[src/dma_cmd_pkg.sv]
// package: register map, command codes, field layouts for the dma command block
package dma_cmd_pkg;

	// ==========================================================
	// register map (byte addresses)
	localparam logic [7:0] ADDR_DMA_COMMAND = 8'h30;
	localparam logic [7:0] ADDR_TASK_INDEX = 8'h38;
	localparam logic [7:0] ADDR_ENDPOINT_INDEX = 8'h3C;
	localparam logic [7:0] ADDR_INT_STATUS = 8'h40;
	localparam logic [7:0] ADDR_INT_MASK = 8'h44;
	localparam logic [7:0] ADDR_DMA_STATE = 8'h48;

	// ==========================================================
	// reset values and read answers
	localparam logic [7:0] DMA_COMMAND_RESET = 8'hFF;
	localparam logic [7:0] DMA_COMMAND_READ = 8'hFF;
	localparam logic [31:0] UNMAPPED_READ = 32'h0000_0000;

	// ==========================================================
	// command codes
	localparam logic [7:0] CMD_GENERIC_SLAVE_DMA_IN = 8'h00;
	localparam logic [7:0] CMD_GENERIC_SLAVE_DMA_OUT = 8'h01;
	localparam logic [7:0] CMD_MULTIWORD_DMA_IN = 8'h06;
	localparam logic [7:0] CMD_MULTIWORD_DMA_OUT = 8'h07;
	localparam logic [7:0] CMD_READ_DATA = 8'h0A;
	localparam logic [7:0] CMD_POLL_BUSY = 8'h0B;
	localparam logic [7:0] CMD_READ_TASKS = 8'h0C;
	localparam logic [7:0] CMD_VALIDATE = 8'h0E;
	localparam logic [7:0] CMD_CLEAR_BUF = 8'h0F;
	localparam logic [7:0] CMD_RESTART = 8'h10;

	// ==========================================================
	// task-file addresses (low 4 bits of 1Fxh)
	localparam logic [3:0] TF_DATA = 4'h0;
	localparam logic [3:0] TF_FIRST = 4'h1;
	localparam logic [3:0] TF_LAST = 4'h6;
	localparam logic [3:0] TF_STATUS = 4'h7;
	localparam int BUSY_BIT = 7;

	// ==========================================================
	// interrupt status bit positions
	localparam int INT_POLL_DONE = 0;
	localparam int INT_TASKS_DONE = 1;
	localparam int INT_DATA_DONE = 2;
	localparam int INT_WIDTH = 3;

	// ==========================================================
	// dma mode seen by the transfer engine
	typedef enum logic [2:0] {
		MODE_IDLE,
		MODE_GENERIC_SLAVE_DMA_IN,
		MODE_GENERIC_SLAVE_DMA_OUT,
		MODE_MULTIWORD_DMA_IN,
		MODE_MULTIWORD_DMA_OUT
	} dma_mode_t;

	// pio request toward the task-file port, always one 16-bit word
	typedef struct packed {
		logic valid;
		logic [3:0] addr;
	} pio_req_t;

	typedef struct packed {
		logic valid;
		logic [15:0] data;
	} pio_rsp_t;

	// endpoint buffer action pulses
	typedef struct packed {
		logic validate;
		logic clear_tx;
		logic restart;
		logic [3:0] index;
	} ep_action_t;

endpackage

[src/dma_command_dispatch.sv]
// dma command register, decoder and pio sequencer with avalon-mm slave
//
// Decided for this implementation: the Avalon-MM slave port.
`timescale 1ns/1ps

//
// Contract
// - command register is one write-only byte; reads return FFh
// - dma data bus undriven from reset until first transfer command (00h, 01h, 06h, 07h) executes
// - every pio cycle from a command moves exactly one 16-bit word
// - 00h starts slave generic dma in, external write strobe per word
// - 01h starts slave generic dma out, external read strobe per word
// - 06h starts multiword dma in; 07h multiword dma out
// - 0Ah starts a single pio read of the data register 1F0h
// - 0Bh polls status until busy clear, then stops; irq when unmasked
// - masked poll-done interrupt still sets its status bit
// - 0Ch with index zero reads all task registers except 1F0h, 1F7h
// - 0Ch with nonzero index reads only the selected task register
// - task read done sets status even if masked; irq when unmasked
// - 0Eh validates indexed endpoint buffer after ata-to-usb transfer
// - 0Fh clears indexed endpoint tx buffer, rx untouched
// - tx buffer clears itself once sent; 0Fh only forces it
// - 10h resets indexed endpoint buffer pointers to fifo start
module dma_command_dispatch #(
	parameter int TF_DEPTH = 16
) (
	input wire logic i_clk,
	input wire logic i_rst_n,
	// avalon-mm slave
	input wire logic [7:0] i_avs_address,
	input wire logic i_avs_read,
	input wire logic i_avs_write,
	input wire logic [31:0] i_avs_writedata,
	input wire logic [3:0] i_avs_byteenable,
	output logic [31:0] o_avs_readdata,
	output logic o_avs_waitrequest,
	// transfer engine
	output dma_cmd_pkg::dma_mode_t o_dma_mode,
	output logic o_dma_start,
	output logic o_dma_bus_oe_n,
	// task-file pio port
	output dma_cmd_pkg::pio_req_t o_pio_req,
	input wire dma_cmd_pkg::pio_rsp_t i_pio_rsp,
	// endpoint buffers
	output dma_cmd_pkg::ep_action_t o_ep_action,
	output logic o_irq
);

	// ==========================================================
	// bus decode
	typedef enum {
		BUS_IDLE,
		BUS_WAIT,
		BUS_DONE
	} bus_state_t;

	bus_state_t bus_state;
	bus_state_t next_bus_state;
	logic [7:0] addr;
	logic is_write;
	logic [31:0] wdata;
	logic [3:0] bena;

	wire req = i_avs_read | i_avs_write;
	wire hit_cmd = addr == dma_cmd_pkg::ADDR_DMA_COMMAND;
	wire hit_task = addr == dma_cmd_pkg::ADDR_TASK_INDEX;
	wire hit_ep = addr == dma_cmd_pkg::ADDR_ENDPOINT_INDEX;
	wire hit_stat = addr == dma_cmd_pkg::ADDR_INT_STATUS;
	wire hit_mask = addr == dma_cmd_pkg::ADDR_INT_MASK;
	wire hit_state = addr == dma_cmd_pkg::ADDR_DMA_STATE;
	// access commits in the cycle waitrequest is low
	wire commit = bus_state == BUS_DONE;
	wire wr_commit = commit & is_write & bena[0];
	// read data is latched one cycle early so it stands while waitrequest is low
	wire rd_commit = (bus_state == BUS_WAIT) & !is_write;
	wire cmd_wr = wr_commit & hit_cmd;

	always_comb begin
		next_bus_state = bus_state;
		unique case (bus_state)
			BUS_IDLE: if (req) next_bus_state = BUS_WAIT;
			BUS_WAIT: next_bus_state = BUS_DONE;
			BUS_DONE: next_bus_state = BUS_IDLE;
		endcase
	end

	always_ff @(posedge i_clk or negedge i_rst_n) begin
		if (!i_rst_n) begin
			bus_state <= BUS_IDLE;
			addr <= '0;
			is_write <= 1'b0;
			wdata <= '0;
			bena <= '0;
		end else begin
			bus_state <= next_bus_state;
			if (bus_state == BUS_IDLE && req) begin
				addr <= i_avs_address;
				is_write <= i_avs_write;
				wdata <= i_avs_writedata;
				bena <= i_avs_byteenable;
			end
		end
	end

	// ==========================================================
	// software registers
	logic [7:0] dma_command;
	logic [3:0] task_index;
	logic [3:0] ep_index;
	logic [dma_cmd_pkg::INT_WIDTH-1:0] int_status;
	logic [dma_cmd_pkg::INT_WIDTH-1:0] int_mask;
	logic [dma_cmd_pkg::INT_WIDTH-1:0] int_event;

	always_ff @(posedge i_clk or negedge i_rst_n) begin
		if (!i_rst_n) begin
			task_index <= '0;
			ep_index <= '0;
			int_mask <= '0;
		end else begin
			if (wr_commit && hit_task) task_index <= wdata[3:0];
			if (wr_commit && hit_ep) ep_index <= wdata[3:0];
			if (wr_commit && hit_mask) begin
				int_mask <= wdata[dma_cmd_pkg::INT_WIDTH-1:0];
			end
		end
	end

	// status is set regardless of mask; new events win over read clear
	wire stat_rd = rd_commit & hit_stat;
	always_ff @(posedge i_clk or negedge i_rst_n) begin
		if (!i_rst_n) begin
			int_status <= '0;
		end else begin
			int_status <= (stat_rd ? '0 : int_status) | int_event;
		end
	end

	// ==========================================================
	// command decode
	wire [7:0] code = wdata[7:0];
	wire is_generic_slave_dma_in = code == dma_cmd_pkg::CMD_GENERIC_SLAVE_DMA_IN;
	wire is_generic_slave_dma_out = code == dma_cmd_pkg::CMD_GENERIC_SLAVE_DMA_OUT;
	wire is_multiword_dma_in = code == dma_cmd_pkg::CMD_MULTIWORD_DMA_IN;
	wire is_multiword_dma_out = code == dma_cmd_pkg::CMD_MULTIWORD_DMA_OUT;
	wire is_dma = is_generic_slave_dma_in | is_generic_slave_dma_out | is_multiword_dma_in | is_multiword_dma_out;
	wire is_rd_data = code == dma_cmd_pkg::CMD_READ_DATA;
	wire is_poll = code == dma_cmd_pkg::CMD_POLL_BUSY;
	wire is_tasks = code == dma_cmd_pkg::CMD_READ_TASKS;
	wire is_pio = is_rd_data | is_poll | is_tasks;
	wire is_valid = code == dma_cmd_pkg::CMD_VALIDATE;
	wire is_clear = code == dma_cmd_pkg::CMD_CLEAR_BUF;
	wire is_restart = code == dma_cmd_pkg::CMD_RESTART;
	wire is_known = is_dma | is_pio | is_valid | is_clear | is_restart;

	dma_cmd_pkg::dma_mode_t next_mode;
	always_comb begin
		next_mode = o_dma_mode;
		if (cmd_wr && is_generic_slave_dma_in) next_mode = dma_cmd_pkg::MODE_GENERIC_SLAVE_DMA_IN;
		if (cmd_wr && is_generic_slave_dma_out) next_mode = dma_cmd_pkg::MODE_GENERIC_SLAVE_DMA_OUT;
		if (cmd_wr && is_multiword_dma_in) next_mode = dma_cmd_pkg::MODE_MULTIWORD_DMA_IN;
		if (cmd_wr && is_multiword_dma_out) next_mode = dma_cmd_pkg::MODE_MULTIWORD_DMA_OUT;
	end

	// last accepted code; reserved codes leave it alone
	always_ff @(posedge i_clk or negedge i_rst_n) begin
		if (!i_rst_n) begin
			dma_command <= dma_cmd_pkg::DMA_COMMAND_RESET;
		end else if (cmd_wr && is_known) begin
			dma_command <= code;
		end
	end

	// ==========================================================
	// pio sequencer
	typedef enum {
		PIO_IDLE,
		PIO_ISSUE,
		PIO_WAIT
	} pio_state_t;

	typedef enum {
		JOB_DATA,
		JOB_POLL,
		JOB_TASKS
	} pio_job_t;

	pio_state_t pio_state;
	pio_job_t pio_job;
	logic [3:0] pio_addr;
	logic tasks_all;

	wire pio_start = cmd_wr & is_pio & (pio_state == PIO_IDLE);
	wire rsp = (pio_state == PIO_WAIT) & i_pio_rsp.valid;
	wire busy_clear = !i_pio_rsp.data[dma_cmd_pkg::BUSY_BIT];
	wire poll_done = rsp & (pio_job == JOB_POLL) & busy_clear;
	wire tasks_last = !tasks_all | (pio_addr == dma_cmd_pkg::TF_LAST);
	wire tasks_done = rsp & (pio_job == JOB_TASKS) & tasks_last;
	wire data_done = rsp & (pio_job == JOB_DATA);
	wire pio_end = poll_done | tasks_done | data_done;
	wire start_idx0 = task_index == '0;
	wire [3:0] first_addr = is_rd_data ? dma_cmd_pkg::TF_DATA :
		is_poll ? dma_cmd_pkg::TF_STATUS :
		start_idx0 ? dma_cmd_pkg::TF_FIRST : task_index;

	always_ff @(posedge i_clk or negedge i_rst_n) begin
		if (!i_rst_n) begin
			pio_state <= PIO_IDLE;
			pio_job <= JOB_DATA;
			pio_addr <= '0;
			tasks_all <= 1'b0;
		end else begin
			unique case (pio_state)
				PIO_IDLE: if (pio_start) begin
					pio_state <= PIO_ISSUE;
					pio_addr <= first_addr;
					tasks_all <= start_idx0;
					pio_job <= is_rd_data ? JOB_DATA :
						is_poll ? JOB_POLL : JOB_TASKS;
				end
				PIO_ISSUE: pio_state <= PIO_WAIT;
				PIO_WAIT: if (rsp) begin
					// busy still set: reissue the same status read
					pio_state <= pio_end ? PIO_IDLE : PIO_ISSUE;
					if (pio_job == JOB_TASKS && !tasks_last) begin
						pio_addr <= pio_addr + 4'h1;
					end
				end
			endcase
		end
	end

	always_comb begin
		int_event = '0;
		int_event[dma_cmd_pkg::INT_POLL_DONE] = poll_done;
		int_event[dma_cmd_pkg::INT_TASKS_DONE] = tasks_done;
		int_event[dma_cmd_pkg::INT_DATA_DONE] = data_done;
	end

	// ==========================================================
	// task-file words kept for software
	logic [15:0] tf_word;

	task_file_store #(
		.DEPTH(TF_DEPTH),
		.WIDTH(16)
	) task_file_store_inst (
		.i_clk(i_clk),
		.i_rst_n(i_rst_n),
		.i_wr_en(rsp),
		.i_wr_addr(pio_addr),
		.i_wr_data(i_pio_rsp.data),
		.i_rd_addr(task_index),
		.o_rd_data(tf_word)
	);

	// ==========================================================
	// register read-back
	// the command byte is write-only; its address always answers FFh
	wire [31:0] cmd_rd = {24'h000000, dma_cmd_pkg::DMA_COMMAND_READ};
	wire [31:0] state_rd = {5'h00, tf_word, dma_command, o_dma_mode};
	wire [31:0] rd_value =
		hit_cmd ? cmd_rd :
		hit_task ? {28'h0000000, task_index} :
		hit_ep ? {28'h0000000, ep_index} :
		hit_stat ? {29'h00000000, int_status} :
		hit_mask ? {29'h00000000, int_mask} :
		hit_state ? state_rd : dma_cmd_pkg::UNMAPPED_READ;

	// waitrequest drops only in the cycle the access commits
	always_ff @(posedge i_clk or negedge i_rst_n) begin
		if (!i_rst_n) begin
			o_avs_waitrequest <= 1'b1;
			o_avs_readdata <= '0;
		end else begin
			o_avs_waitrequest <= next_bus_state != BUS_DONE;
			if (rd_commit) o_avs_readdata <= rd_value;
		end
	end

	// ==========================================================
	// engine, pio and endpoint outputs
	wire dma_go = cmd_wr & is_dma;

	always_ff @(posedge i_clk or negedge i_rst_n) begin
		if (!i_rst_n) begin
			o_dma_mode <= dma_cmd_pkg::MODE_IDLE;
			o_dma_start <= 1'b0;
			o_dma_bus_oe_n <= 1'b1;
			o_pio_req <= '0;
			o_ep_action <= '0;
			o_irq <= 1'b0;
		end else begin
			o_dma_mode <= next_mode;
			o_dma_start <= dma_go;
			// bus stays released until a transfer command runs
			if (dma_go) o_dma_bus_oe_n <= 1'b0;
			// one request per issue state: a single word each time
			o_pio_req.valid <= pio_state == PIO_ISSUE;
			o_pio_req.addr <= pio_addr;
			o_ep_action.validate <= cmd_wr & is_valid;
			// buffer clears itself after sending; this only forces it
			o_ep_action.clear_tx <= cmd_wr & is_clear;
			o_ep_action.restart <= cmd_wr & is_restart;
			o_ep_action.index <= ep_index;
			o_irq <= |(int_status & int_mask);
		end
	end

	// ==========================================================
	// assertions
	property p_cmd_reads_ff;
		@(posedge i_clk) disable iff (!i_rst_n)
		(rd_commit && hit_cmd) |=> o_avs_readdata == 32'h000000FF;
	endproperty
	a_cmd_reads_ff: assert property (p_cmd_reads_ff)
		else $error("command address read did not return FFh");

	property p_bus_released;
		@(posedge i_clk) disable iff (!i_rst_n)
		(o_dma_bus_oe_n && !dma_go) |=> o_dma_bus_oe_n;
	endproperty
	a_bus_released: assert property (p_bus_released)
		else $error("dma bus driven before a transfer command");

	property p_one_word;
		@(posedge i_clk) disable iff (!i_rst_n)
		o_pio_req.valid |=> !o_pio_req.valid;
	endproperty
	a_one_word: assert property (p_one_word)
		else $error("pio request held for more than one word");

	property p_reserved_inert;
		@(posedge i_clk) disable iff (!i_rst_n)
		(cmd_wr && !is_known) |=>
			(!o_dma_start && o_dma_mode == $past(o_dma_mode));
	endproperty
	a_reserved_inert: assert property (p_reserved_inert)
		else $error("reserved code changed the dma state");

	property p_poll_sets;
		@(posedge i_clk) disable iff (!i_rst_n)
		poll_done |=> int_status[dma_cmd_pkg::INT_POLL_DONE];
	endproperty
	a_poll_sets: assert property (p_poll_sets)
		else $error("poll completion did not set its status bit");

	property p_tasks_sets;
		@(posedge i_clk) disable iff (!i_rst_n)
		tasks_done |=> int_status[dma_cmd_pkg::INT_TASKS_DONE];
	endproperty
	a_tasks_sets: assert property (p_tasks_sets)
		else $error("task read completion did not set its status bit");

	property p_clear_only_tx;
		@(posedge i_clk) disable iff (!i_rst_n)
		(cmd_wr && is_clear) |=>
			(o_ep_action.clear_tx && !o_ep_action.restart);
	endproperty
	a_clear_only_tx: assert property (p_clear_only_tx)
		else $error("clear command did not pulse only the tx clear");

endmodule

[src/task_file_store.sv]
// small register memory holding the words read back from the task file
`timescale 1ns/1ps

module task_file_store #(
	parameter int DEPTH = 16,
	parameter int WIDTH = 16
) (
	input wire logic i_clk,
	input wire logic i_rst_n,
	input wire logic i_wr_en,
	input wire logic [$clog2(DEPTH)-1:0] i_wr_addr,
	input wire logic [WIDTH-1:0] i_wr_data,
	input wire logic [$clog2(DEPTH)-1:0] i_rd_addr,
	output logic [WIDTH-1:0] o_rd_data
);

	logic [WIDTH-1:0] mem [DEPTH];

	always_ff @(posedge i_clk) begin
		if (i_wr_en) begin
			mem[i_wr_addr] <= i_wr_data;
		end
	end

	// read data registered so the bus answer is a flop
	always_ff @(posedge i_clk or negedge i_rst_n) begin
		if (!i_rst_n) begin
			o_rd_data <= '0;
		end else begin
			o_rd_data <= mem[i_rd_addr];
		end
	end

endmodule
[config.mk]
export PLATFORM = sky130hd
export DESIGN_NAME = dma_command_dispatch
export DESIGN_NICKNAME = d
export VERILOG_FILES = /design/src/dma_cmd_pkg.sv /design/src/dma_command_dispatch.sv /design/src/task_file_store.sv
export SDC_FILE = /design/constraint.sdc
export NUM_CORES = 1
export LEC_CHECK = 0
export BUFFER_PORTS_ARGS = -buffer_cell sky130_fd_sc_hd__buf_2
export CORE_MARGIN = 2
export CORE_UTILIZATION = 50
export DETAILED_ROUTE_END_ITERATION = 8
export GPL_TIMING_DRIVEN = 0
export PLACE_DENSITY_LB_ADDON = 0.08
export SLEW_MARGIN = 20
export SYNTH_ARGS = -nofsm -noshare
export SYNTH_HDL_FRONTEND = slang
export SYNTH_SLANG_ARGS = --single-unit
[constraint.sdc]
create_clock -name i_clk -period 2.31 [get_ports i_clk]
set_input_delay 0.231 -clock i_clk [delete_from_list [all_inputs] [get_ports i_clk]]
set_output_delay 0.231 -clock i_clk [all_outputs]
set_load 0.05 [all_outputs]
After elaboration in Yosys (flattened, before gate mapping)
Memories as Yosys holds them, arrays and structs flattened. A register that Yosys moved wholly into a read port is not among the register bits.
Index checks and enable logic that the tools add are counted.
- bits in registers: 192
- bits in latches: 0
- RAM bits: 256
- memory bits (read-only): 0
- output and inout port bits: 51
- memories: 1
- add/subtract/negate cells: 1
- $mul: 0
- divide/modulo/power cells: 0
- $lt $le $gt $ge: 0
- equal/unequal tests: 30
- shifts and indexed selects: 0
- multiplexer cells: 28
- bitwise gates (word level): 32
- reductions and logical operators: 28
- memories (memory ; depth ; width ; rd ports ; clocked after memory_dff ; write ports ; RTL line ; source):
    task_file_store_inst.mem ; 16 ; 16 ; 1 ; 1 ; 1 ; task_file_store.sv:17 ; logic [WIDTH-1:0] mem [DEPTH];
- operator list (cell ; count):
    case mux 32 bit (3 select lines) ; 2
    two-way mux 27 bit ; 6
    == test 32 x 2 -> 1 bit, second input constant ; 5
    zero test 32 bit ; 5
    == test 32 x 3 -> 1 bit, second input constant ; 3
    two-way mux 32 bit ; 3
    == test 32 x 1 -> 1 bit, second input constant ; 2
    == test 8 x 4 -> 1 bit, second input constant ; 5
    != test 32 x 3 -> 1 bit, second input constant ; 1
    == test 8 x 6 -> 1 bit, second input constant ; 3
    == test 8 x 7 -> 1 bit, second input constant ; 3
    two-way mux 4 bit ; 6
    bitwise AND 1 bit ; 17
    == test 8 x 3 -> 1 bit, second input constant ; 2
    two-way mux 3 bit ; 5
    bitwise OR 1 bit ; 13
    logical AND 1 bit ; 10
    == test 8 x 1 -> 1 bit, second input constant ; 1
    == test 8 x 5 -> 1 bit, second input constant ; 1
    zero test 8 bit ; 1
    case mux 4 bit (2 select lines) ; 1
    != test 2 bit, second input constant ; 3
    zero test 1 bit ; 5
    adder 4 x 1 -> 4 bit, second input constant ; 1
    other kinds (11) ; 15

Depth between registers and ports, before layout
- depth in word-level cells: 9
- depth in mapped cells: 8
- depth with buffers taken out: 7

Hierarchy
From an unflattened synthesis, not the netlist that was laid out.
- cell total of the unflattened synthesis: 892
- area total of the unflattened synthesis: 15436.1 um^2
- by module, submodules not included (module ; instances ; cells an instance ; area an instance (um^2) ; seq. area each (um^2)):
    task_file_store ; 1 ; 432 ; 10122.2 ; 8087.8
    dma_command_dispatch ; 1 ; 460 ; 5313.8 ; 3190.6

Worst setup path after synthesis
OpenSTA, ideal clock, no wires.
- path kind: reg-to-reg
- from: register bus_state[6]
- to: register addr[0]
- setup time: 125 ps
- data arrival time: 2155 ps
- slack: 30 ps
- cell stages (with the launch flop): 8
- period minus slack after synthesis: 2280 ps
- cell sequence: dfrtp_1 > nor4_1 > nand4_1 > or2_1 > buf_2 > nor4_4 > buf_6 > mux2_2
- longest elaborated chain between the ends: 2
- RTL lines (what ; RTL line ; source):
    start, declared ; dma_command_dispatch.sv:57 ; bus_state_t bus_state;
    start signal, assigned ; dma_command_dispatch.sv:95 ; bus_state <= next_bus_state;
    zero test 32 bit ; dma_command_dispatch.sv:96 ; if (bus_state == BUS_IDLE && req) begin
    logical AND 1 bit ; dma_command_dispatch.sv:96 ;
    end signal, assigned ; dma_command_dispatch.sv:97 ; addr <= i_avs_address;
    end, declared ; dma_command_dispatch.sv:59 ; logic [7:0] addr;
Every way passes these cells.
A chain may end at the register's enable or synchronous reset.

Worst setup path after layout
- from: register bus_state[14]
- to: register pio_addr[2]
- longest elaborated chain between the ends: 8
- RTL lines (what ; RTL line ; source):
    == test 32 x 3 -> 1 bit ; dma_command_dispatch.sv:72 ; wire commit = bus_state == BUS_DONE;
    bitwise AND 1 bit (2 in a row) ; dma_command_dispatch.sv:73 ; wire wr_commit = commit & is_write & bena[0];
    bitwise AND 1 bit ; dma_command_dispatch.sv:76 ; wire cmd_wr = wr_commit & hit_cmd;
    bitwise AND 1 bit (2 in a row) ; dma_command_dispatch.sv:192 ; wire pio_start = cmd_wr & is_pio & (pio_state == PIO_IDLE);
    != test 2 bit (no line) ; - ;
    AND reduction 4 bit (no line) ; - ;
    end signal, assigned ; dma_command_dispatch.sv:215 ; pio_addr <= first_addr;
    end signal, assigned ; dma_command_dispatch.sv:225 ; pio_addr <= pio_addr + 4'h1;
    end, declared ; dma_command_dispatch.sv:189 ; logic [3:0] pio_addr;
Every way passes these cells.

==> reports/metrics.cfg <==
[min_path]
hold-path-cell-count=1
min_path_type=in2reg

[yosys]
synth_flop_cell=edfxtp_1
syn_avg_cell_area_um2=17.1
synthDistinctLibCells=60
async_reset_ff_share_pct=35.8
synthCells=909
synth_edf_count=256
yosys_warnings=0
seq_area_frac_synth_pct=72.6
ys_ff_latch=399
syn_area_um2=15500

[drt]
drc_errors=0
ant_nets=0
routed_wl_um=33800
vias=8447
wl_per_cell_um=22.4
vias_per_cell=5.59
drt_iter0_markers=660
firstDrtPassIters=4

[global_route]
grt_max_degree=95
overflow=0
grt_pass1_vias=8700
antenna_found_initial=0
track_usage_pct=21.1
grt_first_pass_wirelength_um=52300

[cts]
cts_buffers=42
cts-root-buf=clkbuf_16
h-tree-depth=2
cts_buffer_depth=3
clk_latency_ns=0.54
cts_tree=built
path_clk_slew_ns=0.06
clkSinkCount=399

[floorplan]
rows=64
die_w_um=180
core_area_um2=30600
initial_core_util_pct=50.8
fp.dieH_um=180
die-area_um2=32500
ios=116

[setup_path]
critPathBufInv=2
slowest_delay_ns=0.58
cp-start-kind=register
end_kind=register
critPathSlowestCell=or4b_4
arrival_ns=2.69
worst_ep_required_time_ns=2.73
cp_cell_sequence=nor4_4, nand4_1, buf_6, buf_4, or4b_4, a2111o_1, o211a_1
cp_top_family=simple AND/OR/NAND/NOR gates
cp_num_cells=7
crit_type=reg2reg
reg2reg_depth=7
worst-path-max-fanout=8

[timing]
slew_headroom_pct=28.9
fin_skew_ns=0.0126
fmaxAchievable_mhz=441
min_period_ns=2.27
hold_violations=0
setup_viol=0
fin_crit_sh_pct=98.2
setup_tns_ns=0
worstMarginPinSlew_ns=1.07
rsz0062_at_grt=true
slew_viol_final=0

[placement]
gp_congestion=0.814
portBuffers=83
dp_hpwl_um=20900

[cells_and_area]
drive_above_1_share_pct=30.8
syn_to_final_growth_pct=20.0
nNetsFinal=1150
diodes=0

[power_and_ir_drop]
p_per_area_nw_per_um2=970
leakage_nw=6.95
vdd_drop_max_uv=620
finalPower_mw=18.1

[outcome]
status=complete, no violations

[flow_run]
drv_cap=0

==> cells in the final DEF (no fill, tap or decap), types with 10 or more instances in the layout <==
master	n
edfxtp_1	256
dfrtp_1	132
buf_2	84
mux4_2	58
o21ai_0	42
clkbuf_16	42
mux2i_1	34
and2_1	32
clkbuf_1	30
inv_1	26
nand3_1	26
a31oi_1	24
buf_4	23
nor2_1	21
mux2_2	21
dlygate4sd3_1	21
nand2_1	20
mux2_4	17
and2_4	16
o22ai_1	13
nor2b_1	12
clkbuf_2	11
a21oi_1	10
dfstp_2	10
==> cells in the mapped netlist, types with 21 or more instances <==
cell	n	area [µm²]
mux4_2	58	1310
clkbuf_1	33	124
inv_1	26	97.6
nor2_1	21	78.8
and2_1	48	300
dfrtp_1	133	3330
mux2_2	37	417
mux2i_1	36	360
a31oi_1	24	150
nand3_1	26	130
edfxtp_1	256	7690
o21ai_0	42	210
==> registers in the layout (all words and copies together) (netlist names), 2 cells and up <==
signal and flops:
addr 8, bus_state 32, dma_command 8, ep_index 4
int_mask 3, int_status 3, o_avs_readdata 27, o_dma_mode 3
o_ep_action 7, o_pio_req 5, pio_addr 4, pio_job 2
pio_state 2, task_file_store_inst.mem 256, task_file_store_inst.o_rd_data 16, task_index 4
wdata 8
==> metal layers <==
layer | vias up | routed length (µm) | global-route usage [%] | share of wire (%)
met1 | 4353 | 15300 | 29.8 | 45
met3 | 60 | 1510 | 3.82 | 4.5
li1 | 3847 | - | - | -
met4 | 0 | 912 | 7.06 | 2.7
met5 | - | 0 | 0 | 0
met2 | 187 | 16100 | 33.6 | 47
==> power breakdown <==
group	leakage (nW)	internal (mW)	total [mW]	switching, mW
registers	4.15	8.01	8.34	0.332
logic	2.11	1.17	2.90	1.73
clock network	0.689	4.13	6.84	2.71
total	6.95	13.3	18.1	4.77
==> worst paths after layout <==
path	startpoint	end	slack, ns
setup / recovery	bus_state[14]	pio_addr[2]	0.04
hold / removal	i_pio_rsp[1]	task_file_store_inst.mem[9][1]	0.08
setup reg to reg	bus_state[14]	pio_addr[2]	0.04
hold reg to reg	pio_addr[2]	o_pio_req[2]	0.39
max in group asynchronous	i_rst_n	dma_command[3]	1.31
min in group asynchronous	i_rst_n	wdata[5]	0.21
==> repair_timing <==
action	4_1_cts	5_1_grt
pin swaps	9	6
buffers inserted	17	7
gates resized for setup	87	25
hold buffers	21	0
endpoints found under the hold margin	69	0
setup endpoints to repair	344	328
cloned	1	0
==> logic make-up (layout without fill, tap and decap cells) <==
kind of cell | after synthesis | count (layout) | synth area share, %
flip-flops | 399 | 399 | 72.6
AND/OR/NAND/NOR | 184 | 184 | 7.05
multiplexers | 132 | 132 | 13.5
AO/OA/AOI/OAI | 110 | 110 | 4.35
buffers and inverters | 78 | 280 | 2.14
adder cells (fa/ha/maj) | 4 | 4 | 0.322
other | 1 | 5 | 0.0241
XOR/XNOR | 1 | 1 | 0.0564
==> worst reg2reg max path, stage by stage, from the launching register on <==
cell      delay (ns)
dfrtp_1         0.40
nor4_4          0.31
nand4_1         0.15
buf_6           0.17
buf_4           0.13
or4b_4          0.58
a2111o_1        0.31
o211a_1         0.12
==> cell type report <==
cell class,instances,area [µm²]
repair buffers,128,925
well taps,396,495
clock inverters,23,279
clock buffers,55,1130
flip-flops and latches,399,11300
fillers,2298,11900
multi-input cells,436,4170
inverters,26,97.6
plain buffers,48,272
==> stage by stage <==
stage	hold slack, ns	cell area (µm²)	std cells	utilization, %	setup slack [ns]
after floorplan	-0.0646	15600	913	-	0.0299
after global placement	0.366	16500	1392	53.8	-1.05
after detailed placement	0.169	16500	1393	54.0	-0.914
after CTS	0.0559	18600	1507	60.7	-0.116
after global routing	0.0782	18600	1511	60.9	-0.0430
final	0.0845	18600	1511	60.9	0.0425
Note: power is estimated with default switching activity, not from simulation.
